## config.mk

```make
export PLATFORM = sky130hd
export DESIGN_NAME = interrupt_accept_sequence
export DESIGN_NICKNAME = d
export VERILOG_FILES = /design/src/verilog/irq_pkg.sv /design/src/verilog/interrupt_accept_sequence.sv
export VERILOG_INCLUDE_DIRS = /design/src /design/src/verilog
export SDC_FILE = /design/constraint.sdc
export NUM_CORES = 1
export LEC_CHECK = 0
export BUFFER_PORTS_ARGS = -buffer_cell sky130_fd_sc_hd__buf_2
export CAP_MARGIN = 20
export CORE_MARGIN = 2
export CORE_UTILIZATION = 50
export DETAILED_ROUTE_END_ITERATION = 8
export PLACE_DENSITY = 0.81
export SETUP_SLACK_MARGIN = 0.1
export SYNTH_ARGS = -nofsm -noshare
export SYNTH_HDL_FRONTEND = slang
export SYNTH_SLANG_ARGS = --single-unit
```

## constraint.sdc

```tcl
create_clock -name core_clk -period 15.1 [get_ports core_clk]
set_input_delay 1.51 -clock core_clk [delete_from_list [all_inputs] [get_ports core_clk]]
set_output_delay 1.51 -clock core_clk [all_outputs]
set_load 0.005 [all_outputs]
```

## src/verilog/irq_consts.svh

```systemverilog
// interrupt acceptance block: offsets, field positions, reset values, cycle counts
// assumes inclusion by bare name from the package and the design module
`ifndef IRQ_CONSTS_SVH
`define IRQ_CONSTS_SVH

// =====================================================================
// source table
`define IRQ_NSRC        8
`define IRQ_LVL_W       3
`define IRQ_SRC_NUM0    6'h0A
`define INTINFO_ADDR    20'h00000

// =====================================================================
// processor flag register layout
`define FLG_D_BIT       1
`define FLG_I_BIT       6
`define FLG_U_BIT       7
`define FLG_IPL_LSB     12
`define FLG_RESET       16'h0000
`define IPL_ALL_OFF     3'h7
`define IPL_RESET_VAL   3'h0

// =====================================================================
// software numbers that keep the stack-select flag
`define SWINT_LO        6'h20
`define SWINT_HI        6'h3F

// =====================================================================
// entry sequence timing, in core_clk cycles
`define SEQ_CYC_BUS16   5'h12
`define SEQ_CYC_BUS8    5'h14
`define SEQ_EXTRA_DBG   2'h2
`define SEQ_EXTRA_STEP  2'h1
`define MAX_WAIT_CYC    6'h1E

`endif

```

## src/verilog/irq_pkg.sv

```systemverilog
// types shared by the interrupt acceptance block
// assumes irq_consts.svh is on the include path
package irq_pkg;
  `include "irq_consts.svh"

  typedef enum logic [2:0]
  {
    SPEC_OTHER  = 3'h0,
    SPEC_WDT    = 3'h1,
    SPEC_NMI    = 3'h2,
    SPEC_DBG    = 3'h3,
    SPEC_SSTEP  = 3'h4,
    SPEC_AMATCH = 3'h5,
    SPEC_RESET  = 3'h6,
    SPEC_SWINT  = 3'h7
  } spec_kind_t;

  // gray along idle -> ack -> save -> push -> wait
  typedef enum logic [2:0]
  {
    ST_IDLE  = 3'h0,
    ST_ACK   = 3'h1,
    ST_SAVE  = 3'h3,
    ST_PUSH  = 3'h2,
    ST_WAIT  = 3'h6
  } seq_state_t;
endpackage

```

## src/verilog/interrupt_accept_sequence.sv

```systemverilog
// interrupt acceptance, entry sequence and return for a 16-bit cpu core
// assumes the pipeline reports instruction boundaries and holds spec_req until accepted
`include "irq_consts.svh"

// Contract
// - enable flag gates maskables, resets to zero
// - source sets request, acceptance clears it
// - software may only clear request bits
// - three-bit level, zero disables source
// - accept needs enable, request, level above ipl
// - ipl seven blocks all maskable interrupts
// - enable, requests, levels, ipl written independently
// - ordinary instruction finishes, entry starts next cycle
// - string and mac instructions suspend for entry
// - first step reads info, clears request
// - save flags, clear enable, debug, stack-select unless software 32-63
// - push flags, pc; load level into ipl
// - eighteen to twenty cycles by alignment, bus
// - debug two extra, step or match one
// - boundary wait stays within thirty cycles
// - watchdog/nmi ipl seven, reset zero, else kept
// - first word pc high and flags, then pc low
// - even stack word writes, odd byte writes
// - software 32-63 use selected stack, else irq
// - return pops flags and program counter
// - each source owns request and level
// - enable and ipl live in flag register
module interrupt_accept_sequence
  import irq_pkg::*;
(
  input  wire logic                              core_clk,
  input  wire logic                              rstn,
  input  wire logic [`IRQ_NSRC-1:0]              src_req,
  input  wire logic                              ctl_wr_req_en,
  input  wire logic                              ctl_wr_lvl_en,
  input  wire logic [2:0]                        ctl_wr_idx,
  input  wire logic                              ctl_wr_req_bit,
  input  wire logic [`IRQ_LVL_W-1:0]             ctl_wr_level,
  input  wire logic                              flag_wr_en,
  input  wire logic [15:0]                       flag_wr_data,
  input  wire logic                              instr_done,
  input  wire logic                              instr_suspendable,
  input  wire logic                              spec_req,
  input  wire spec_kind_t                        spec_kind,
  input  wire logic [5:0]                        spec_num,
  input  wire logic                              vec_odd,
  input  wire logic                              bus_8bit,
  input  wire logic [15:0]                       irq_stack_pointer,
  input  wire logic [15:0]                       user_stack_pointer,
  input  wire logic [19:0]                       pc,
  input  wire logic                              return_from_irq_instr,
  input  wire logic [15:0]                       pop_word_hi,
  input  wire logic [15:0]                       pop_word_lo,
  output logic [`IRQ_NSRC-1:0]                   req_bits_r,
  output logic [`IRQ_NSRC*`IRQ_LVL_W-1:0]        level_bits_r,
  output logic [15:0]                            processor_flag_register_r,
  output logic                                   seq_busy_r,
  output logic                                   seq_done_r,
  output logic                                   intinfo_rd_r,
  output logic [19:0]                            intinfo_addr_r,
  output logic [5:0]                             irq_num_r,
  output logic [2:0]                             irq_level_r,
  output logic                                   suspend_r,
  output logic                                   stk_wr_r,
  output logic                                   stk_byte_r,
  output logic [15:0]                            stk_addr_r,
  output logic [15:0]                            stk_data_r,
  output logic [15:0]                            new_sp_r,
  output logic                                   new_sp_user_r,
  output logic [19:0]                            pc_ret_r,
  output logic                                   pc_ret_valid_r
);

  // ===================================================================
  // helpers
  function automatic logic [3:0] best_src(input logic [`IRQ_NSRC-1:0] req,
                                          input logic [`IRQ_NSRC*`IRQ_LVL_W-1:0] lvl,
                                          input logic [2:0] processor_priority_level);
    logic [2:0] best;
    logic       found;
    logic [2:0] idx;
    best  = processor_priority_level;
    found = 1'b0;
    idx   = 3'h0;
    // strict compare: level 0 never wins, ipl 7 blocks all; ties keep lower index
    for (int i = 0; i < `IRQ_NSRC; i++)
    begin
      if (req[i] && (lvl[i*3 +: 3] > best))
      begin
        best  = lvl[i*3 +: 3];
        found = 1'b1;
        idx   = i[2:0];
      end
    end
    return {found, idx};
  endfunction

  function automatic logic [4:0] seq_len(input logic bus8, input logic vodd, input logic sodd,
                                         input spec_kind_t kind, input logic spec);
    logic [4:0] base;
    logic [1:0] extra;
    base  = bus8 ? `SEQ_CYC_BUS8 : (`SEQ_CYC_BUS16 + {4'h0, vodd} + {4'h0, sodd});
    extra = 2'h0;
    if (spec && kind == SPEC_DBG)
      extra = `SEQ_EXTRA_DBG;
    else if (spec && (kind == SPEC_SSTEP || kind == SPEC_AMATCH))
      extra = `SEQ_EXTRA_STEP;
    return base + {3'h0, extra};
  endfunction

  function automatic logic is_user_swint(input spec_kind_t kind, input logic [5:0] num);
    return (kind == SPEC_SWINT) && (num >= `SWINT_LO) && (num <= `SWINT_HI);
  endfunction

  // ===================================================================
  // acceptance decision
  seq_state_t  state_r;
  logic [4:0]  cnt_r;
  logic [4:0]  len_r;
  logic [1:0]  step_r;
  logic        spec_acc_r;
  spec_kind_t  kind_r;
  logic [2:0]  idx_r;
  logic [2:0]  lvl_acc_r;
  logic        keep_u_r;
  logic [15:0] sp_r;
  logic [19:0] pc_hold_r;
  logic [15:0] flag_tmp_r;

  logic [3:0]  pick;
  logic        boundary;
  logic        take_spec;
  logic        take_mask;
  logic        accept;
  logic        use_user;
  logic [15:0] sel_sp;
  logic        idle;
  logic        seq_end;
  logic [15:0] word_hi;

  assign idle      = (state_r == ST_IDLE);
  assign boundary  = instr_done | instr_suspendable;
  assign pick      = best_src(req_bits_r, level_bits_r,
                              processor_flag_register_r[`FLG_IPL_LSB +: 3]);
  assign take_spec = idle & boundary & spec_req;
  assign take_mask = idle & boundary & ~spec_req & processor_flag_register_r[`FLG_I_BIT] & pick[3];
  assign accept    = take_spec | take_mask;
  assign use_user  = take_spec & is_user_swint(spec_kind, spec_num) &
                     processor_flag_register_r[`FLG_U_BIT];
  assign sel_sp    = use_user ? user_stack_pointer : irq_stack_pointer;
  assign seq_end   = (state_r == ST_WAIT) && (cnt_r == 5'h01);
  assign word_hi   = {flag_tmp_r[15:12], pc_hold_r[19:16], flag_tmp_r[7:0]};

  // ===================================================================
  // per-source control: request bits and levels, each its own store
  always_ff @(posedge core_clk or negedge rstn)
  begin
    if (!rstn)
      req_bits_r <= '0;
    else
    begin
      for (int i = 0; i < `IRQ_NSRC; i++)
      begin
        // set beats any clear landing in the same cycle
        if (src_req[i])
          req_bits_r[i] <= 1'b1;
        else if (ctl_wr_req_en && ctl_wr_idx == i[2:0] && !ctl_wr_req_bit)
          req_bits_r[i] <= 1'b0;
        else if (state_r == ST_ACK && !spec_acc_r && idx_r == i[2:0])
          req_bits_r[i] <= 1'b0;
      end
    end
  end

  always_ff @(posedge core_clk or negedge rstn)
  begin
    if (!rstn)
      level_bits_r <= '0;
    else if (ctl_wr_lvl_en)
      level_bits_r[ctl_wr_idx*3 +: 3] <= ctl_wr_level;
  end

  // ===================================================================
  // sequencer
  always_ff @(posedge core_clk or negedge rstn)
  begin
    if (!rstn)
    begin
      state_r    <= ST_IDLE;
      cnt_r      <= 5'h00;
      len_r      <= 5'h00;
      step_r     <= 2'h0;
      seq_busy_r <= 1'b0;
      seq_done_r <= 1'b0;
    end
    else
    begin
      seq_done_r <= seq_end;
      if (state_r != ST_IDLE)
        cnt_r <= cnt_r - 5'h01;
      case (state_r)
        ST_IDLE:
        begin
          if (accept)
          begin
            state_r    <= ST_ACK;
            len_r      <= seq_len(bus_8bit, vec_odd, sel_sp[0], spec_kind, take_spec);
            cnt_r      <= seq_len(bus_8bit, vec_odd, sel_sp[0], spec_kind, take_spec) - 5'h01;
            seq_busy_r <= 1'b1;
          end
        end
        ST_ACK:
          state_r <= ST_SAVE;
        ST_SAVE:
        begin
          state_r <= ST_PUSH;
          step_r  <= 2'h0;
        end
        ST_PUSH:
        begin
          step_r <= step_r + 2'h1;
          if (step_r == (stk_byte_r ? 2'h3 : 2'h1))
            state_r <= ST_WAIT;
        end
        ST_WAIT:
        begin
          // pad out to the full documented length
          if (cnt_r == 5'h00)
          begin
            state_r    <= ST_IDLE;
            seq_busy_r <= 1'b0;
          end
        end
        default:
        begin
          state_r    <= ST_IDLE;
          seq_busy_r <= 1'b0;
        end
      endcase
    end
  end

  // ===================================================================
  // capture of the accepted interrupt
  always_ff @(posedge core_clk or negedge rstn)
  begin
    if (!rstn)
    begin
      spec_acc_r     <= 1'b0;
      kind_r         <= SPEC_OTHER;
      idx_r          <= 3'h0;
      lvl_acc_r      <= 3'h0;
      keep_u_r       <= 1'b0;
      sp_r           <= 16'h0000;
      pc_hold_r      <= 20'h00000;
      irq_num_r      <= 6'h00;
      irq_level_r    <= 3'h0;
      suspend_r      <= 1'b0;
      intinfo_rd_r   <= 1'b0;
      intinfo_addr_r <= 20'h00000;
      new_sp_user_r  <= 1'b0;
    end
    else
    begin
      suspend_r    <= accept & instr_suspendable & ~instr_done;
      intinfo_rd_r <= take_mask;
      if (accept)
      begin
        spec_acc_r     <= take_spec;
        kind_r         <= spec_kind;
        idx_r          <= pick[2:0];
        lvl_acc_r      <= level_bits_r[pick[2:0]*3 +: 3];
        keep_u_r       <= take_spec & is_user_swint(spec_kind, spec_num);
        sp_r           <= sel_sp;
        pc_hold_r      <= pc;
        irq_num_r      <= take_spec ? spec_num : (`IRQ_SRC_NUM0 + {3'h0, pick[2:0]});
        irq_level_r    <= take_spec ? 3'h0 : level_bits_r[pick[2:0]*3 +: 3];
        intinfo_addr_r <= `INTINFO_ADDR;
        new_sp_user_r  <= use_user;
      end
    end
  end

  // ===================================================================
  // flag register: sequence owns it while busy, cpu writes only when idle
  always_ff @(posedge core_clk or negedge rstn)
  begin
    if (!rstn)
    begin
      processor_flag_register_r <= `FLG_RESET;
      flag_tmp_r                <= 16'h0000;
      pc_ret_r                  <= 20'h00000;
      pc_ret_valid_r            <= 1'b0;
    end
    else
    begin
      pc_ret_valid_r <= 1'b0;
      if (state_r == ST_SAVE)
      begin
        flag_tmp_r <= processor_flag_register_r;
        processor_flag_register_r[`FLG_I_BIT] <= 1'b0;
        processor_flag_register_r[`FLG_D_BIT] <= 1'b0;
        if (!keep_u_r)
          processor_flag_register_r[`FLG_U_BIT] <= 1'b0;
      end
      else if (seq_end)
      begin
        if (!spec_acc_r)
          processor_flag_register_r[`FLG_IPL_LSB +: 3] <= lvl_acc_r;
        else if (kind_r == SPEC_WDT || kind_r == SPEC_NMI)
          processor_flag_register_r[`FLG_IPL_LSB +: 3] <= `IPL_ALL_OFF;
        else if (kind_r == SPEC_RESET)
          processor_flag_register_r[`FLG_IPL_LSB +: 3] <= `IPL_RESET_VAL;
      end
      else if (idle && return_from_irq_instr)
      begin
        // bits 11:8 of the saved word carry pc, not flags
        processor_flag_register_r <= {pop_word_hi[15:12], 4'h0, pop_word_hi[7:0]};
        pc_ret_r                  <= {pop_word_hi[11:8], pop_word_lo};
        pc_ret_valid_r            <= 1'b1;
      end
      else if (idle && flag_wr_en)
        processor_flag_register_r <= flag_wr_data;
    end
  end

  // ===================================================================
  // stack writes: two words, or four bytes when the pointer is odd
  always_ff @(posedge core_clk or negedge rstn)
  begin
    if (!rstn)
    begin
      stk_wr_r   <= 1'b0;
      stk_byte_r <= 1'b0;
      stk_addr_r <= 16'h0000;
      stk_data_r <= 16'h0000;
      new_sp_r   <= 16'h0000;
    end
    else
    begin
      stk_wr_r <= (state_r == ST_PUSH);
      if (state_r == ST_ACK)
        stk_byte_r <= sp_r[0];
      if (seq_end)
        new_sp_r <= sp_r - 16'h0004;
      if (state_r == ST_PUSH)
      begin
        if (!stk_byte_r)
        begin
          stk_addr_r <= sp_r - {13'h0000, step_r, 1'b0} - 16'h0002;
          stk_data_r <= (step_r == 2'h0) ? word_hi : pc_hold_r[15:0];
        end
        else
        begin
          stk_addr_r <= sp_r - {14'h0000, step_r} - 16'h0001;
          case (step_r)
            2'h0:    stk_data_r <= {8'h00, word_hi[15:8]};
            2'h1:    stk_data_r <= {8'h00, word_hi[7:0]};
            2'h2:    stk_data_r <= {8'h00, pc_hold_r[15:8]};
            default: stk_data_r <= {8'h00, pc_hold_r[7:0]};
          endcase
        end
      end
    end
  end

  // ===================================================================
  // checks
  logic [4:0] busy_cnt;
  logic [5:0] wait_cnt;

  always_ff @(posedge core_clk or negedge rstn)
  begin
    if (!rstn)
    begin
      busy_cnt <= 5'h00;
      wait_cnt <= 6'h00;
    end
    else
    begin
      busy_cnt <= seq_busy_r ? busy_cnt + 5'h01 : 5'h00;
      wait_cnt <= (idle && !boundary && (spec_req || (processor_flag_register_r[`FLG_I_BIT] && pick[3])))
                  ? wait_cnt + 6'h01 : 6'h00;
    end
  end

  a_mask_needs_enable: assert property (@(posedge core_clk) disable iff (!rstn)
    take_mask |-> processor_flag_register_r[`FLG_I_BIT] && req_bits_r[pick[2:0]])
    else $error("maskable accepted without enable or request");
  a_start_next_cycle: assert property (@(posedge core_clk) disable iff (!rstn)
    take_mask |=> seq_busy_r && intinfo_rd_r && state_r == ST_ACK)
    else $error("entry did not start in the next cycle");
  a_seq_length_exact: assert property (@(posedge core_clk) disable iff (!rstn)
    $fell(seq_busy_r) |-> busy_cnt == len_r)
    else $error("entry sequence length wrong");
  a_req_cleared_ack: assert property (@(posedge core_clk) disable iff (!rstn)
    state_r == ST_ACK && !spec_acc_r && !src_req[idx_r] |=> !req_bits_r[idx_r])
    else $error("request bit not cleared after info read");
  a_flags_cleared: assert property (@(posedge core_clk) disable iff (!rstn)
    state_r == ST_SAVE |=> !processor_flag_register_r[`FLG_I_BIT] && !processor_flag_register_r[`FLG_D_BIT]
                           && (processor_flag_register_r[`FLG_U_BIT] == (keep_u_r & $past(processor_flag_register_r[`FLG_U_BIT]))))
    else $error("flags not cleared on entry");
  a_ipl_loaded_level: assert property (@(posedge core_clk) disable iff (!rstn)
    seq_done_r && !spec_acc_r |-> processor_flag_register_r[`FLG_IPL_LSB +: 3] == lvl_acc_r)
    else $error("ipl not loaded with accepted level");
  a_ipl_nmi_wdt: assert property (@(posedge core_clk) disable iff (!rstn)
    seq_done_r && spec_acc_r && (kind_r == SPEC_WDT || kind_r == SPEC_NMI)
    |-> processor_flag_register_r[`FLG_IPL_LSB +: 3] == `IPL_ALL_OFF)
    else $error("ipl not raised to seven");
  a_first_word_layout: assert property (@(posedge core_clk) disable iff (!rstn)
    $rose(stk_wr_r) && !stk_byte_r |-> stk_data_r == word_hi && stk_addr_r == sp_r - 16'h0002)
    else $error("first stacked word wrong");
  a_push_word_count: assert property (@(posedge core_clk) disable iff (!rstn)
    $rose(stk_wr_r) && !sp_r[0] |-> !stk_byte_r ##0 stk_wr_r[*2] ##1 !stk_wr_r)
    else $error("word stack write width or count wrong");
  a_push_byte_count: assert property (@(posedge core_clk) disable iff (!rstn)
    $rose(stk_wr_r) && sp_r[0] |-> stk_byte_r ##0 stk_wr_r[*4] ##1 !stk_wr_r)
    else $error("byte stack write width or count wrong");
  a_boundary_wait: assert property (@(posedge core_clk) disable iff (!rstn)
    wait_cnt <= `MAX_WAIT_CYC)
    else $error("instruction boundary wait exceeded limit");
  a_return_restore: assert property (@(posedge core_clk) disable iff (!rstn)
    idle && return_from_irq_instr |=> pc_ret_valid_r && pc_ret_r == {$past(pop_word_hi[11:8]), $past(pop_word_lo)})
    else $error("return did not restore pc");

  c_maskable_entry: cover property (@(posedge core_clk) disable iff (!rstn) take_mask ##1 seq_busy_r [*8]);
  c_odd_stack_entry: cover property (@(posedge core_clk) disable iff (!rstn) $rose(stk_wr_r) && stk_byte_r);
  c_suspended_entry: cover property (@(posedge core_clk) disable iff (!rstn) suspend_r);
  c_debug_entry: cover property (@(posedge core_clk) disable iff (!rstn) seq_done_r && kind_r == SPEC_DBG && spec_acc_r);

endmodule

```

[After elaboration in Yosys (flattened, before gate mapping)]
Cells that the tools add are included.
Operators by class
  reductions and logical operators: 70
  divide/modulo/power cells: 0
  shifts and indexed selects: 3
  add/subtract/negate cells: 13
  magnitude comparators: 10
  multiplexer cells: 84
  bitwise gates (word level): 16
  equality and inequality tests: 35
  multipliers: 2
Operators with widths (number)
  $mux W16: 6
  $mux W3: 20
  $mux W1: 41
  $logic_and A1 B1 Y1: 40
  $eq A3 B3 Y1 const B: 13
  $neg A5 Y34: 1
  $shift A3 B34 Y24 const A: 1
  $shiftx A3 B34 Y24: 1
  $reduce_bool A3 Y1: 11
  $bwmux W24: 1
  $eq A3 B2 Y1 const B: 8
  $gt A3 B3 Y1: 8
  $pmux W8 S3: 1
  $shiftx A24 B6 Y3: 1
  $mux W5: 4
  $reduce_and A3 Y1: 6
  $sub A16 B1 Y16 const B: 1
  $sub A16 B2 Y16: 1
  $sub A16 B2 Y16 const B: 1
  $sub A16 B3 Y16: 1
  $sub A16 B3 Y16 const B: 1
  $pmux W3 S5: 1
  $eq A3 B1 Y1 const B: 4
  $mux W2: 6
  31 further kinds: 54
Storage, ports and cells
  output and inout port bits: 153
  memories kept: 0
  bits in latches: 0
  memory bits (writable): 0
  ROM bits: 0
  logic and storage cells: 271
  flip-flop bits (word level): 206
  bits of input ports: 135

[Depth between registers and ports, before layout]
Gate-level depths: netlist of run 1.
  depth in word-level cells: 32
  mapped depth: 59
  gate-level depth less buffers: 59

[Worst setup path before layout of run 1]
Ideal clock, no wire load.
  kind: register to register
  start point: reg processor_flag_register_r[14]
  end point: reg cnt_r[1]
  buffers on the path: 1
  setup time: 0.126 ns
  period minus slack after synthesis: 11.083 ns
  data arrival time: 10.957 ns
  data required time: 14.974 ns
  cell stages (with the launch flop): 56
  setup slack: 4.017 ns
  cell sequence: dfrtp_1 > inv_1 > ha_1 > a21o_1 > o211ai_4 > nand2_1 > o21ai_0 > ha_1 > nor2_1 > and2_1 > nand2b_1 > o2111ai_1 > o21ai_2 > mux2_4 > ha_1 > nor2_1 > and2_1 > maj3_2 > (+20 left out) > and3_4 > o21ai_2 > mux2_4 > ha_1 > nand3_1 > nand2_1 > a21oi_1 > mux2_2 > ha_1 > nor2b_1 > o21ai_0 > nand2b_1 > a31oi_1 > o211a_4 > and3_1 > o21ai_2 > buf_4 > a221o_1
Between the ends
  cells in the longest elaborated chain, start to end: 28
  elaborated cells between the ends (all ways): 35
  those cells by class: order compare: 8; mux: 17; bitwise: 2; reduce/logical: 8
Ends and longest elaborated chain
  start: declaration: line interrupt_accept_sequence.sv:56  | output logic [15:0] processor_flag_register_r,
  start signal: assignment: line interrupt_accept_sequence.sv:290  | processor_flag_register_r <= `FLG_RESET;
  start signal: indexed assignment: line interrupt_accept_sequence.sv:309  | processor_flag_register_r[`FLG_IPL_LSB +: 3] <= lvl_acc_r;
  start signal: indexed assignment: line interrupt_accept_sequence.sv:311  | processor_flag_register_r[`FLG_IPL_LSB +: 3] <= `IPL_ALL_OFF;
  $gt A3 B3 Y1: line interrupt_accept_sequence.sv:88  | if (req[i] && (lvl[i*3 +: 3] > best))
  $logic_and A1 B1 Y1: line interrupt_accept_sequence.sv:88
  $mux W3: line interrupt_accept_sequence.sv:88
  $gt A3 B3 Y1: line interrupt_accept_sequence.sv:88
  $logic_and A1 B1 Y1: line interrupt_accept_sequence.sv:88
  $mux W3: line interrupt_accept_sequence.sv:88
  $gt A3 B3 Y1: line interrupt_accept_sequence.sv:88
  $logic_and A1 B1 Y1: line interrupt_accept_sequence.sv:88
  (+12 left out)
  $mux W3: line interrupt_accept_sequence.sv:88
  $gt A3 B3 Y1: line interrupt_accept_sequence.sv:88
  $logic_and A1 B1 Y1: line interrupt_accept_sequence.sv:88
  $mux W1 (*): line interrupt_accept_sequence.sv:88
  $and A1 B1 Y1 (*): line interrupt_accept_sequence.sv:146  | assign take_mask = idle & boundary & ~spec_req & processor_flag_register_r[`FLG_I_BIT] & pick[3];
  $or A1 B1 Y1 (*): line interrupt_accept_sequence.sv:147  | assign accept = take_spec | take_mask;
  $mux W5 (*): line interrupt_accept_sequence.sv:204  | if (accept)
  $mux W5 (*): line interrupt_accept_sequence.sv:201  | case (state_r)
  end signal: assignment: line interrupt_accept_sequence.sv:200  | cnt_r <= cnt_r - 5'h01;
  end signal: assignment: line interrupt_accept_sequence.sv:208  | cnt_r <= seq_len(bus_8bit, vec_odd, sel_sp[0], spec_kind, take_spec) - 5'h01;
  end: declaration: line interrupt_accept_sequence.sv:118  | logic [4:0] cnt_r;
Mark *: on every way between the ends. The rest lies on a longest branch, timed or not.
A chain may end at the register's enable or synchronous reset.

[Worst setup path in the final report of run 1]
Same ends and word-level chain as after synthesis.

==> results of run 1 <==
## worst max-delay path, delay by kind of cell, from the launching register on
| kind | cells | cell delay [ns] |
|---|---|---|
| buffers and inverters | 1 | 0.11 |
| AND/OR/NAND/NOR | 17 | 2.20 |
| AO/OA/AOI/OAI | 22 | 5.00 |
| adder cells (fa/ha/maj) | 9 | 2.62 |
| flip-flops | 1 | 0.43 |
| multiplexers | 6 | 2.11 |
## per-stage QoR
| stage | area, um2 | utilization | hold WS, ns | cells |
|---|---|---|---|---|
| CTS | 13200 | 0.607 | 0.479 | 1670 |
| finish | 13200 | 0.608 | 0.476 | 1672 |
| detailed placement | 12400 | 0.571 | 0.465 | 1632 |
| global route | 13200 | 0.608 | 0.502 | 1672 |
| floorplan | 11100 | - | 0.449 | 1158 |
| global placement | 12400 | 0.571 | 0.456 | 1632 |
## layer usage
layer  up-vias  track usage  share of wire
li1       4431            -              -
met5         -            0              0
met4         0       0.0854          0.032
met2       361        0.420           0.48
met3        66       0.0566          0.072
met1      4491        0.331           0.42
## power breakdown
part / switching, mW / leakage, nW / internal, mW
combinational: 0.851 / 3.54 / 0.654
clock: 0.220 / 0.373 / 0.351
sequential: 0.205 / 2.51 / 0.762
total: 1.28 / 6.43 / 1.77
## final timing paths
check	slack, ns	depth (start not counted)	startpoint	endpoint
hold / removal	0.48	2	new_sp_r[11]$_DFFE_PN0P_	new_sp_r[11]$_DFFE_PN0P_
min in group asynchronous	1.12	1	rstn	stk_data_r[9]$_DFFE_PN0P_
max in group asynchronous	12.38	2	rstn	irq_num_r[4]$_DFFE_PN0N_
setup reg to reg	2.50	55	processor_flag_register_r[14]$_DFFE_PN0P_	cnt_r[1]$_DFF_PN0_
setup / recovery	2.50	55	processor_flag_register_r[14]$_DFFE_PN0P_	cnt_r[1]$_DFF_PN0_
hold reg to reg	0.48	2	new_sp_r[11]$_DFFE_PN0P_	new_sp_r[11]$_DFFE_PN0P_
## cell usage in the layout, fill, tap and decap left out, types with 5 or more instances in the layout
| master | synthesis | routed |
|---|---|---|
| buf_2 | 7 | 266 |
| dfrtp_1 | 202 | 202 |
| and4_1 | 8 | 8 |
| nand2_1 | 236 | 236 |
| nand2b_1 | 10 | 10 |
| nand4_1 | 6 | 6 |
| nor2b_1 | 9 | 9 |
| clkbuf_16 | 0 | 22 |
| a31oi_1 | 7 | 7 |
| a31o_2 | 8 | 8 |
| a211oi_1 | 8 | 8 |
| nor3b_1 | 6 | 6 |
| inv_1 | 43 | 43 |
| nor2_1 | 42 | 42 |
| a222oi_1 | 8 | 8 |
| mux2_2 | 56 | 56 |
| ha_1 | 40 | 40 |
| xnor2_1 | 21 | 21 |
| mux2_4 | 5 | 5 |
| o31ai_1 | 8 | 8 |
| nand3_1 | 26 | 26 |
| conb_1 | 1 | 20 |
| a21oi_1 | 14 | 14 |
| buf_4 | 26 | 5 |
| o21ai_1 | 20 | 20 |
| nand3b_1 | 5 | 5 |
| nor4_1 | 6 | 6 |
| nor3_1 | 9 | 9 |
| o221ai_1 | 6 | 6 |
| a21o_1 | 9 | 9 |
| a22o_1 | 9 | 9 |
| mux2i_1 | 42 | 42 |
| and3_1 | 6 | 6 |
| xor2_1 | 12 | 12 |
| o21ai_2 | 6 | 5 |
| o21ai_0 | 100 | 100 |
| and2_1 | 12 | 11 |
## area by class of cell
| cell class | instances | area (um2) | area share |
|---|---|---|---|
| clock buffers | 29 | 607 | 0.0460 |
| flip-flops and latches | 202 | 5050 | 0.383 |
| well taps | 280 | 350 | 0.0266 |
| inverters | 44 | 165 | 0.0125 |
| repair buffers | 273 | 1400 | 0.106 |
| multi-input cells | 834 | 5440 | 0.413 |
| clock inverters | 9 | 159 | 0.0121 |
| diodes | 1 | 2.50 | 0.000190 |
## Yosys cell counts (all sizes together) (8+ instances only)
library cell,number
mux2,61
a21oi,17
xnor2,21
a211oi,8
mux2i,42
buf,39
xor2,12
ha,40
dfrtp,202
nor2,42
inv,44
a31oi,8
o21ai,126
nand2,236
clkbuf,39
o31ai,8
nand2b,10
a21o,9
and2,12
nor3,10
nand3,27
and4,8
a222oi,8
a22o,9
nor2b,9
a31o,9
## registers in the layout, summed over array words and instances, names as in the netlist, 2 cells and up
signal / flops
cnt_r: 5
flag_tmp_r: 12
idx_r: 3
irq_level_r: 3
irq_num_r: 6
kind_r: 3
level_bits_r: 24
lvl_acc_r: 3
new_sp_r: 16
pc_hold_r: 20
pc_ret_r: 20
processor_flag_register_r: 16
req_bits_r: 8
sp_r: 16
state_r: 3
step_r: 2
stk_addr_r: 16
stk_data_r: 16
## logic make-up (layout without fill, tap and decap cells)
| logic type | count (synthesis) | after routing |
|---|---|---|
| flip-flops | 202 | 202 |
| AND/OR/NAND/NOR | 394 | 394 |
| buffers and inverters | 122 | 355 |
| AO/OA/AOI/OAI | 241 | 241 |
| multiplexers | 103 | 103 |
| other | 1 | 21 |
| XOR/XNOR | 33 | 33 |
| adder cells (fa/ha/maj) | 43 | 43 |
==> impl_metrics.csv, run 1 <==
group,metric,value,unit
synth,synth_top_cell_by_area,"dfrtp_1",
global_routing,grt_overflow,0,
routing,vias_per_cell,5.59,
worst_setup_path,cp_common_cell,"ha_1",
final_layout,drive_gt1_frac,0.292,
synth,async_flop_share,1.00,
synth,synthSimpleGateAreaFrac,0.163,
floorplanning,start_util,0.507,
timing,max_freq,0.0794,GHz
global_routing,grt_pass1_vias,9064,
worst_setup_path,cpPeakStageDelay,0.80,ns
cts,htree_levels,1,
routing,ant_nets,0,
synth,synth.area.top_cells,"dfrtp_1 (46%), nand2_1 (8.1%), mux2_2 (5.7%), ha_1 (4.6%), o21ai_0 (4.6%)",
power_and_ir_drop,p_leak,6.43,nW
cts,clkSinkCount,202,
power_and_ir_drop,total_power,3.04,mW
timing,period_needed,12.60,ns
routing,detail_route.wl_per_cell,17.9,um
global_routing,grt_max_degree,125,
worst_setup_path,cp_data_required_time,15.49,ns
floorplanning,top_level_ports,288,
placement,place_ws,2.27,ns
floorplanning,dieHeight,152,um
cts,clk_latency,0.52,ns
worst_setup_path,arrival,12.99,ns
synth,synthXorXnorAreaFrac,0.0263,
global_routing,antenna_found_initial,1,
cts,clock-root-buffer,"clkbuf_16",
floorplanning,die_x,152,um
floorplanning,placementRows,54,
timing,tightest_slew,1.09,ns
timing,report.final.hold_viol_count,0,
power_and_ir_drop,peakVddDrop,0.108,mV
final_layout,nets,1554,
timing,setup_viol,0,
final_layout,fill_cells,1807,
synth,synth-edff-count,0,
worst_setup_path,worst_setup_path_end_kind,"register",
timing,period_share,0.835,
synth,avgSynthCellArea,9.65,um2
routing,wl,29900,um
synth,synth_top_area_share,0.460,
cts,ctsHoldBuffers,0,
synth,synth_area,11000,um2
placement,dp_hpwl,22300,um
cts,path_clk_slew,0.06,ns
synth,synth_top_family_by_area,"simple AND/OR/NAND/NOR gates",
worst_setup_path,cpMaxStageDelayCell,"o21ai_4",
synth,ys_types,74,
outcome,violations,"DRC",
floorplanning,core-area,21700,um2
synth,seq_area_frac_synth,0.460,
routing,drc_errors,7,
hold_path,hold_path.class,"reg -> reg",
timing,relSlewSlack,0.272,
routing,drt-initial-drc-count,662,
synth,synth-seq-cells,202,
floorplanning,die_area,23200,um2
worst_setup_path,critPathLaunchType,"register",
synth,muxShareOfSynthArea,0.102,
cts,cts_made_buffers,22,
timing,finalSetupTns,0,ns
timing,fin_worst_skew,0.0204,ns
cts,ctsResizeCount,0,
outcome,status,"finished with violations",
cts,postCtsSetupBuffers,0,
global_routing,grtUsageTotal,0.253,
routing,vias,9349,
job,maxCapViolCount,0,
synth,synth_compound_area_frac,0.146,
routing,drtPass1Iterations,9,
placement,io_buffers,267,
final_layout,syn_to_final_growth,19.9,%
synth,synthCells,1139,
synth,synth_top_flop_cell,"dfrtp_1",
timing,rsz0062_at_grt,"false",
global_routing,grt_pass1_wl,47900,um
cts,cts_tree,"done",
synth,synthAdderAreaFrac,0.0502,
worst_setup_path,critPathKind,"reg -> reg",
timing,drv_slew,0,
cts,clockBufferDepth,3,
power_and_ir_drop,power_density,231,nW/um2
synth,yosysWarnings,0,
worst_setup_path,critPathMaxFanout,41,
timing,layout_setup_ws,2.50,ns
placement,gp_congestion,0.930,
(Power assumes the default switching activity.)
==> run 2, diff against run 1 <==
--- a/config.mk
+++ b/config.mk
@@ -6,12 +6,13 @@
 export SDC_FILE = /design/constraint.sdc
 export NUM_CORES = 1
 export LEC_CHECK = 0
+export ABC_AREA = 1
 export BUFFER_PORTS_ARGS = -buffer_cell sky130_fd_sc_hd__buf_2
 export CAP_MARGIN = 20
 export CORE_MARGIN = 2
-export CORE_UTILIZATION = 50
+export CORE_UTILIZATION = 48
 export DETAILED_ROUTE_END_ITERATION = 8
-export PLACE_DENSITY = 0.81
+export PLACE_DENSITY = 0.82
 export SETUP_SLACK_MARGIN = 0.1
 export SYNTH_ARGS = -nofsm -noshare
 export SYNTH_HDL_FRONTEND = slang
==> constraint.sdc (replaced) <==
create_clock -name core_clk -period 10.1 [get_ports core_clk]
set_input_delay 1.01 -clock core_clk [delete_from_list [all_inputs] [get_ports core_clk]]
set_output_delay 1.01 -clock core_clk [all_outputs]
set_load 0.005 [all_outputs]
==> impl_metrics.csv, run 2 <==
group,metric,value,unit
final_layout,final_common_cell,"nand2_1",
timing,max_freq,0.109,GHz
worst_setup_path,arrival,9.58,ns
floorplanning,placementRows,54,
synth,synth-edff-count,0,
final_layout,final_cell_area,13200,um2
worst_setup_path,r2r-start,"processor_flag_register_r[14]$_DFFE_PN0P_",
worst_setup_path,critPathLaunchType,"register",
worst_setup_path,critPathKind,"reg -> reg",
timing,tightest_slew,1.01,ns
floorplanning,die_x,154,um
synth,synthCells,1336,
cts,clockBufferDepth,3,
outcome,status,"complete, no violations",
placement,dp_cells,1852,
timing,period_share,0.907,
timing,layout_setup_ws,0.937,ns
routing,drc_errors,0,
cts,path_clk_slew,0.06,ns
routing,drt-initial-drc-count,751,
routing,detail_route.wl_per_cell,16.4,um
timing,drv_slew,0,
synth,yosysMostFrequentCell,"nand2_1",
global_routing,antenna_found_initial,0,
final_layout,drive_gt1_frac,0.227,
global_routing,grt_pass1_wl,49700,um
cts,clkSinkCount,202,
placement,io_buffers,267,
cts,clk_latency,0.53,ns
synth,synth-seq-cells,202,
final_layout,n_antenna_cell,0,
floorplanning,die_area,23700,um2
synth,synth_top_flop_cell,"dfrtp_1",
timing,finalSetupTns,0,ns
synth,synth_top_area_share,0.469,
routing,ant_nets,0,
synth,synth_area,10800,um2
synth,synth.top_cells.by_count,"nand2_1 (376), dfrtp_1 (202), o21ai_0 (144)",
timing,period_needed,9.16,ns
worst_setup_path,worst_setup_path_end_kind,"register",
synth,async_flop_share,1.00,
routing,wl,31200,um
cts,cts_made_buffers,23,
global_routing,grt_pass1_vias,9884,
routing,vias_per_cell,5.37,
routing,drtPass1Iterations,5,
floorplanning,start_util,0.491,
floorplanning,top_level_ports,288,
final_layout,nets,1778,
placement,gp_congestion,0.983,
cts,clock-root-buffer,"clkbuf_16",
worst_setup_path,cpMaxStageDelayCell,"dfrtp_1",
placement,dp_hpwl,23000,um
timing,setup_viol,0,
worst_setup_path,cp_data_required_time,10.51,ns
final_layout,top_register,"level_bits_r",
floorplanning,core-area,22000,um2
cts,cts_tree,"done",
power_and_ir_drop,peakVddDrop,0.191,mV
power_and_ir_drop,total_power,4.95,mW
worst_setup_path,cpPeakStageDelay,0.40,ns
job,maxCapViolCount,0,
synth,synth_top_cell_by_area,"dfrtp_1",
timing,fin_worst_skew,0.0194,ns
cts,htree_levels,1,
synth,synth.area.top_cells,"dfrtp_1 (47%), nand2_1 (13%), o21ai_0 (6.7%), inv_1 (4.9%), ha_1 (4.6%)",
hold_path,hold_start,"pc_ret_r[12]$_DFFE_PN0P_",
timing,relSlewSlack,0.328,
timing,fin_hold_ws,0.466,ns
hold_path,hold_path.class,"reg -> reg",
worst_setup_path,critPathMaxFanout,23,
routing,vias,10178,
final_layout,largest_reg_flops,24,
synth,avgSynthCellArea,8.08,um2
global_routing,grt_overflow,0,
final_layout,final_util,0.603,
final_layout,reg_top3,"level_bits_r: 24 flops, pc_hold_r: 20 flops, pc_ret_r: 20 flops",
placement,place_ws,0.114,ns
power_and_ir_drop,p_leak,6.94,nW
final_layout,stdcell_count,1897,
final_layout,syn_to_final_growth,22.7,%
global_routing,grtUsageTotal,0.259,
placement,place_area,12300,um2
power_and_ir_drop,power_density,374,nW/um2
floorplanning,dieHeight,154,um
worst_setup_path,cp_common_cell,"nand2_1",
timing,rsz0062_at_grt,"false",
final_layout,layout_common_cells,"nand2_1 (375), buf_2 (266), dfrtp_1 (202)",
synth,ys_types,48,
global_routing,grt_max_degree,124,
worst_setup_path,crit_start,"processor_flag_register_r[14]$_DFFE_PN0P_",
synth,seq_area_frac_synth,0.469,
timing,report.final.hold_viol_count,0,
synth,yosysWarnings,0,
[run 2: cell count changes after synthesis, moves of 20 or more]
cell / delta
xnor2_1: -21
nor2_1: +35
a21oi_1: +20
mux2_2: -56
nand3_1: +52
nand2_1: +140
mux2i_1: -33
o21ai_0: +44
inv_1: +99
[run 2: cells by family (layout without fill, tap and decap cells)]
group | count (synthesis) | count (layout) | synth area share
AOI/OAI and AO/OA | 253 | 253 | 0.134
xor gates and xnor gates | 23 | 23 | 0.0187
adders and majority gates | 42 | 42 | 0.0501
buffers and inverters | 211 | 473 | 0.0848
DFF | 202 | 202 | 0.469
muxes | 9 | 9 | 0.00835
other | 1 | 20 | 0.000348
and+or+nand+nor | 595 | 595 | 0.235
[run 2: worst max-delay path, delay by kind of cell (launching register included)]
kind / cells / cell delay, ns
compound gates: 15 / 1.59
buf+inv: 10 / 0.88
flops: 1 / 0.40
fa+ha+maj: 8 / 2.20
simple gates: 37 / 3.96
[run 2: what timing repair did]
| action | CTS | global route |
|---|---|---|
| buffers inserted | 0 | 1 |
| resized for setup | 1 | 21 |
| endpoints found under the setup margin | 3 | 68 |
| hold buffers | 0 | 0 |
| gates cloned | 0 | 0 |
[run 2: path summary, 6_finish.rpt]
kind / slack (ns) / cells past startpoint / endpoint
max: 0.94 / 70 / irq_level_r[0]$_DFFE_PN0N_
max reg2reg: 0.94 / 70 / irq_level_r[0]$_DFFE_PN0N_
max in group asynchronous: 8.23 / 3 / flag_tmp_r[12]$_DFFE_PN0P_
min reg2reg: 0.47 / 2 / pc_ret_r[12]$_DFFE_PN0P_
min: 0.47 / 2 / pc_ret_r[12]$_DFFE_PN0P_
min in group asynchronous: 0.62 / 1 / stk_addr_r[12]$_DFFE_PN0P_
[run 2: layer usage]
| metal | wire [um] | track usage | vias up |
|---|---|---|---|
| met1 | 12800 | 0.338 | 4770 |
| met4 | 1250 | 0.105 | 0 |
| met2 | 14900 | 0.435 | 455 |
| met3 | 2250 | 0.0400 | 85 |
| met5 | 0 | 0 | - |
| li1 | - | - | 4868 |
[run 2: where the power goes]
part           total [mW]  leakage (nW)  switching (mW)  internal [mW]
clock               0.919         0.406           0.347          0.572
sequential           1.40          2.42           0.256           1.15
combinational        2.63          4.11            1.68          0.949
[run 2: cell type report]
| class | instances | area (um2) |
|---|---|---|
| clock inverter | 11 | 201 |
| tap | 280 | 350 |
| multi-input combinational | 942 | 4920 |
| inverter | 152 | 581 |
| sequential | 202 | 5050 |
| timing repair buffer | 280 | 1490 |
| fill | 1934 | 8720 |
| clock buffer | 30 | 632 |
==> run 3, diff against run 2 <==
--- a/config.mk
+++ b/config.mk
@@ -6,13 +6,14 @@
 export SDC_FILE = /design/constraint.sdc
 export NUM_CORES = 1
 export LEC_CHECK = 0
-export ABC_AREA = 1
+export ABC_AREA = 0
 export BUFFER_PORTS_ARGS = -buffer_cell sky130_fd_sc_hd__buf_2
 export CAP_MARGIN = 20
 export CORE_MARGIN = 2
-export CORE_UTILIZATION = 48
+export CORE_UTILIZATION = 49
+export CTS_CLUSTER_SIZE = 25
 export DETAILED_ROUTE_END_ITERATION = 8
-export PLACE_DENSITY = 0.82
+export PLACE_DENSITY = 0.83
 export SETUP_SLACK_MARGIN = 0.1
 export SYNTH_ARGS = -nofsm -noshare
 export SYNTH_HDL_FRONTEND = slang
==> impl_metrics.csv, run 3 (synthesis gave the netlist of run 1 again) <==
group,metric,value,unit
final_layout,multi_input_area,5990,um2
final_layout,reg_top3,"level_bits_r: 24 flops, pc_hold_r: 20 flops, pc_ret_r: 20 flops",
timing,report.final.hold_viol_count,0,
worst_setup_path,r2r_end,"lvl_acc_r[1]$_DFFE_PN0N_",
timing,max_freq,0.0934,GHz
power_and_ir_drop,p_leak,7.01,nW
routing,drt-initial-drc-count,667,
global_routing,grt_pass1_wl,49900,um
worst_setup_path,cpMaxStageDelayCell,"dfrtp_1",
hold_path,hold_path.class,"reg -> reg",
timing,fin_hold_ws,0.468,ns
final_layout,stdcell_count,1758,
power_and_ir_drop,total_power,5.40,mW
routing,ant_nets,0,
final_layout,largest_reg_flops,24,
routing,vias,9914,
cts,htree_levels,1,
timing,layout_setup_ws,-0.603,ns
global_routing,grt_max_degree,126,
placement,io_buffers,267,
cts,clock-root-buffer,"clkbuf_16",
timing,tightest_slew,1.09,ns
worst_setup_path,cp_data_required_time,10.50,ns
floorplanning,core-area,21900,um2
cts,clockBufferDepth,3,
hold_path,holdPathEnd,"stk_data_r[1]$_DFFE_PN0P_",
cts,cts_made_buffers,23,
timing,period_share,1.06,
global_routing,grt_pass1_vias,9622,
timing,period_needed,10.70,ns
power_and_ir_drop,power_density,372,nW/um2
final_layout,layout_common_cells,"buf_2 (266), nand2_1 (203), dfrtp_1 (202)",
floorplanning,start_util,0.502,
final_layout,final_common_cell,"buf_2",
worst_setup_path,worst_setup_path_end_kind,"register",
routing,detail_route.wl_per_cell,18.5,um
final_layout,drive_gt1_frac,0.398,
final_layout,syn_to_final_growth,32.1,%
worst_setup_path,cpPeakStageDelay,0.39,ns
floorplanning,die_x,154,um
placement,gp_congestion,0.924,
timing,drv_slew,0,
placement,dp_cells,1671,
final_layout,top_register,"level_bits_r",
routing,wl,32600,um
worst_setup_path,r2r-start,"processor_flag_register_r[14]$_DFFE_PN0P_",
timing,fin_worst_skew,0.0207,ns
hold_path,hold_start,"stk_data_r[1]$_DFFE_PN0P_",
final_layout,final_util,0.663,
worst_setup_path,reg2reg_slack,-0.60,ns
routing,vias_per_cell,5.64,
worst_setup_path,critPathMaxFanout,6,
global_routing,antenna_found_initial,1,
timing,finalSetupTns,-35.04,ns
outcome,status,"finished with violations",
routing,drtPass1Iterations,9,
cts,cts_tree,"done",
hold_path,hold_depth,2,
timing,rsz0062_at_grt,"true",
final_layout,ff_latch_area,5050,um2
placement,dp_hpwl,22600,um
cts,clk_latency,0.53,ns
final_layout,fill_cells,1660,
power_and_ir_drop,peakVddDrop,0.201,mV
floorplanning,top_level_ports,288,
routing,drc_errors,0,
outcome,violations,"setup timing",
floorplanning,placementRows,54,
global_routing,grt_overflow,0,
final_layout,nets,1638,
worst_setup_path,arrival,11.10,ns
worst_setup_path,critPathLaunchType,"register",
job,maxCapViolCount,0,
cts,clkSinkCount,202,
global_routing,grtUsageTotal,0.258,
timing,setup_viol,66,
worst_setup_path,rr_worst_depth,55,
cts,path_clk_slew,0.06,ns
cts,ctsHoldBuffers,0,
floorplanning,die_area,23600,um2
worst_setup_path,critPathKind,"reg -> reg",
floorplanning,dieHeight,154,um
timing,relSlewSlack,0.273,
run 3: cell types whose count changed in the layout (fill, tap and decap cells not counted), moves of 45 or more:
cell	before	now
nand2_1	375	203
nand3_1	78	25
buf_4	9	67
nor2_1	76	31
mux2_2	0	53
inv_1	140	40
run 3: worst max-delay path, delay by kind of cell, from the launching register on:
kind / cells / cell delay (ns)
fa+ha+maj: 9 / 2.28
mux: 7 / 2.30
compound gates: 21 / 3.47
buf+inv: 2 / 0.26
flops: 1 / 0.39
simple gates: 16 / 1.88
run 3: final cells by class:
class,count,share of cell area
diodes,1,0.000172
clock buffers,33,0.0463
clock inverters,8,0.00620
inverters,44,0.0117
multi-input cells,836,0.413
flip-flops and latches,202,0.348
well taps,280,0.0241
repair buffers,354,0.151
run 3: worst max-delay path by stage:
stage	startpoint	to	slack (ns)	cells after the start
after floorplan	processor_flag_register_r[14]$_DFFE_PN0P_	cnt_r[1]$_DFF_PN0_	-0.28	55
after global placement	processor_flag_register_r[14]$_DFFE_PN0P_	lvl_acc_r[0]$_DFFE_PN0N_	-0.17	57
after detailed placement	processor_flag_register_r[13]$_DFFE_PN0P_	lvl_acc_r[0]$_DFFE_PN0N_	-0.54	57
after CTS	processor_flag_register_r[14]$_DFFE_PN0P_	lvl_acc_r[0]$_DFFE_PN0N_	-0.40	55
after global routing	processor_flag_register_r[14]$_DFFE_PN0P_	lvl_acc_r[1]$_DFFE_PN0N_	-0.96	57
final	processor_flag_register_r[14]$_DFFE_PN0P_	lvl_acc_r[1]$_DFFE_PN0N_	-0.60	55
run 3: repair_timing:
action	in CTS	in global routing
setup buffers	24	11
gates resized for setup	35	72
pin swaps	34	48
setup endpoints to repair	66	66
cloned	3	7
run 3: per-stage QoR:
stage               cell area [um2]  setup slack [ns]
floorplan                     11300            -0.277
global placement              12900            -0.174
detailed placement            12900            -0.541
CTS                           14100            -0.400
global route                  14500            -0.962
finish                        14500            -0.603
run 3: where the power goes:
part	total (mW)	switching (mW)	internal, mW
Sequential	1.46	0.321	1.14
Clock	0.833	0.340	0.492
Combinational	3.11	1.56	1.55
Total	5.40	2.22	3.18
run 3: routing by layer:
layer / GRT usage / vias to the layer above / share of wire / wire length [um]
met5: 0 / - / 0 / 0
met1: 0.339 / 4783 / 0.40 / 13100
met2: 0.438 / 425 / 0.49 / 16000
met4: 0.0799 / 0 / 0.039 / 1270
li1: - / 4604 / - / -
met3: 0.0428 / 102 / 0.067 / 2180
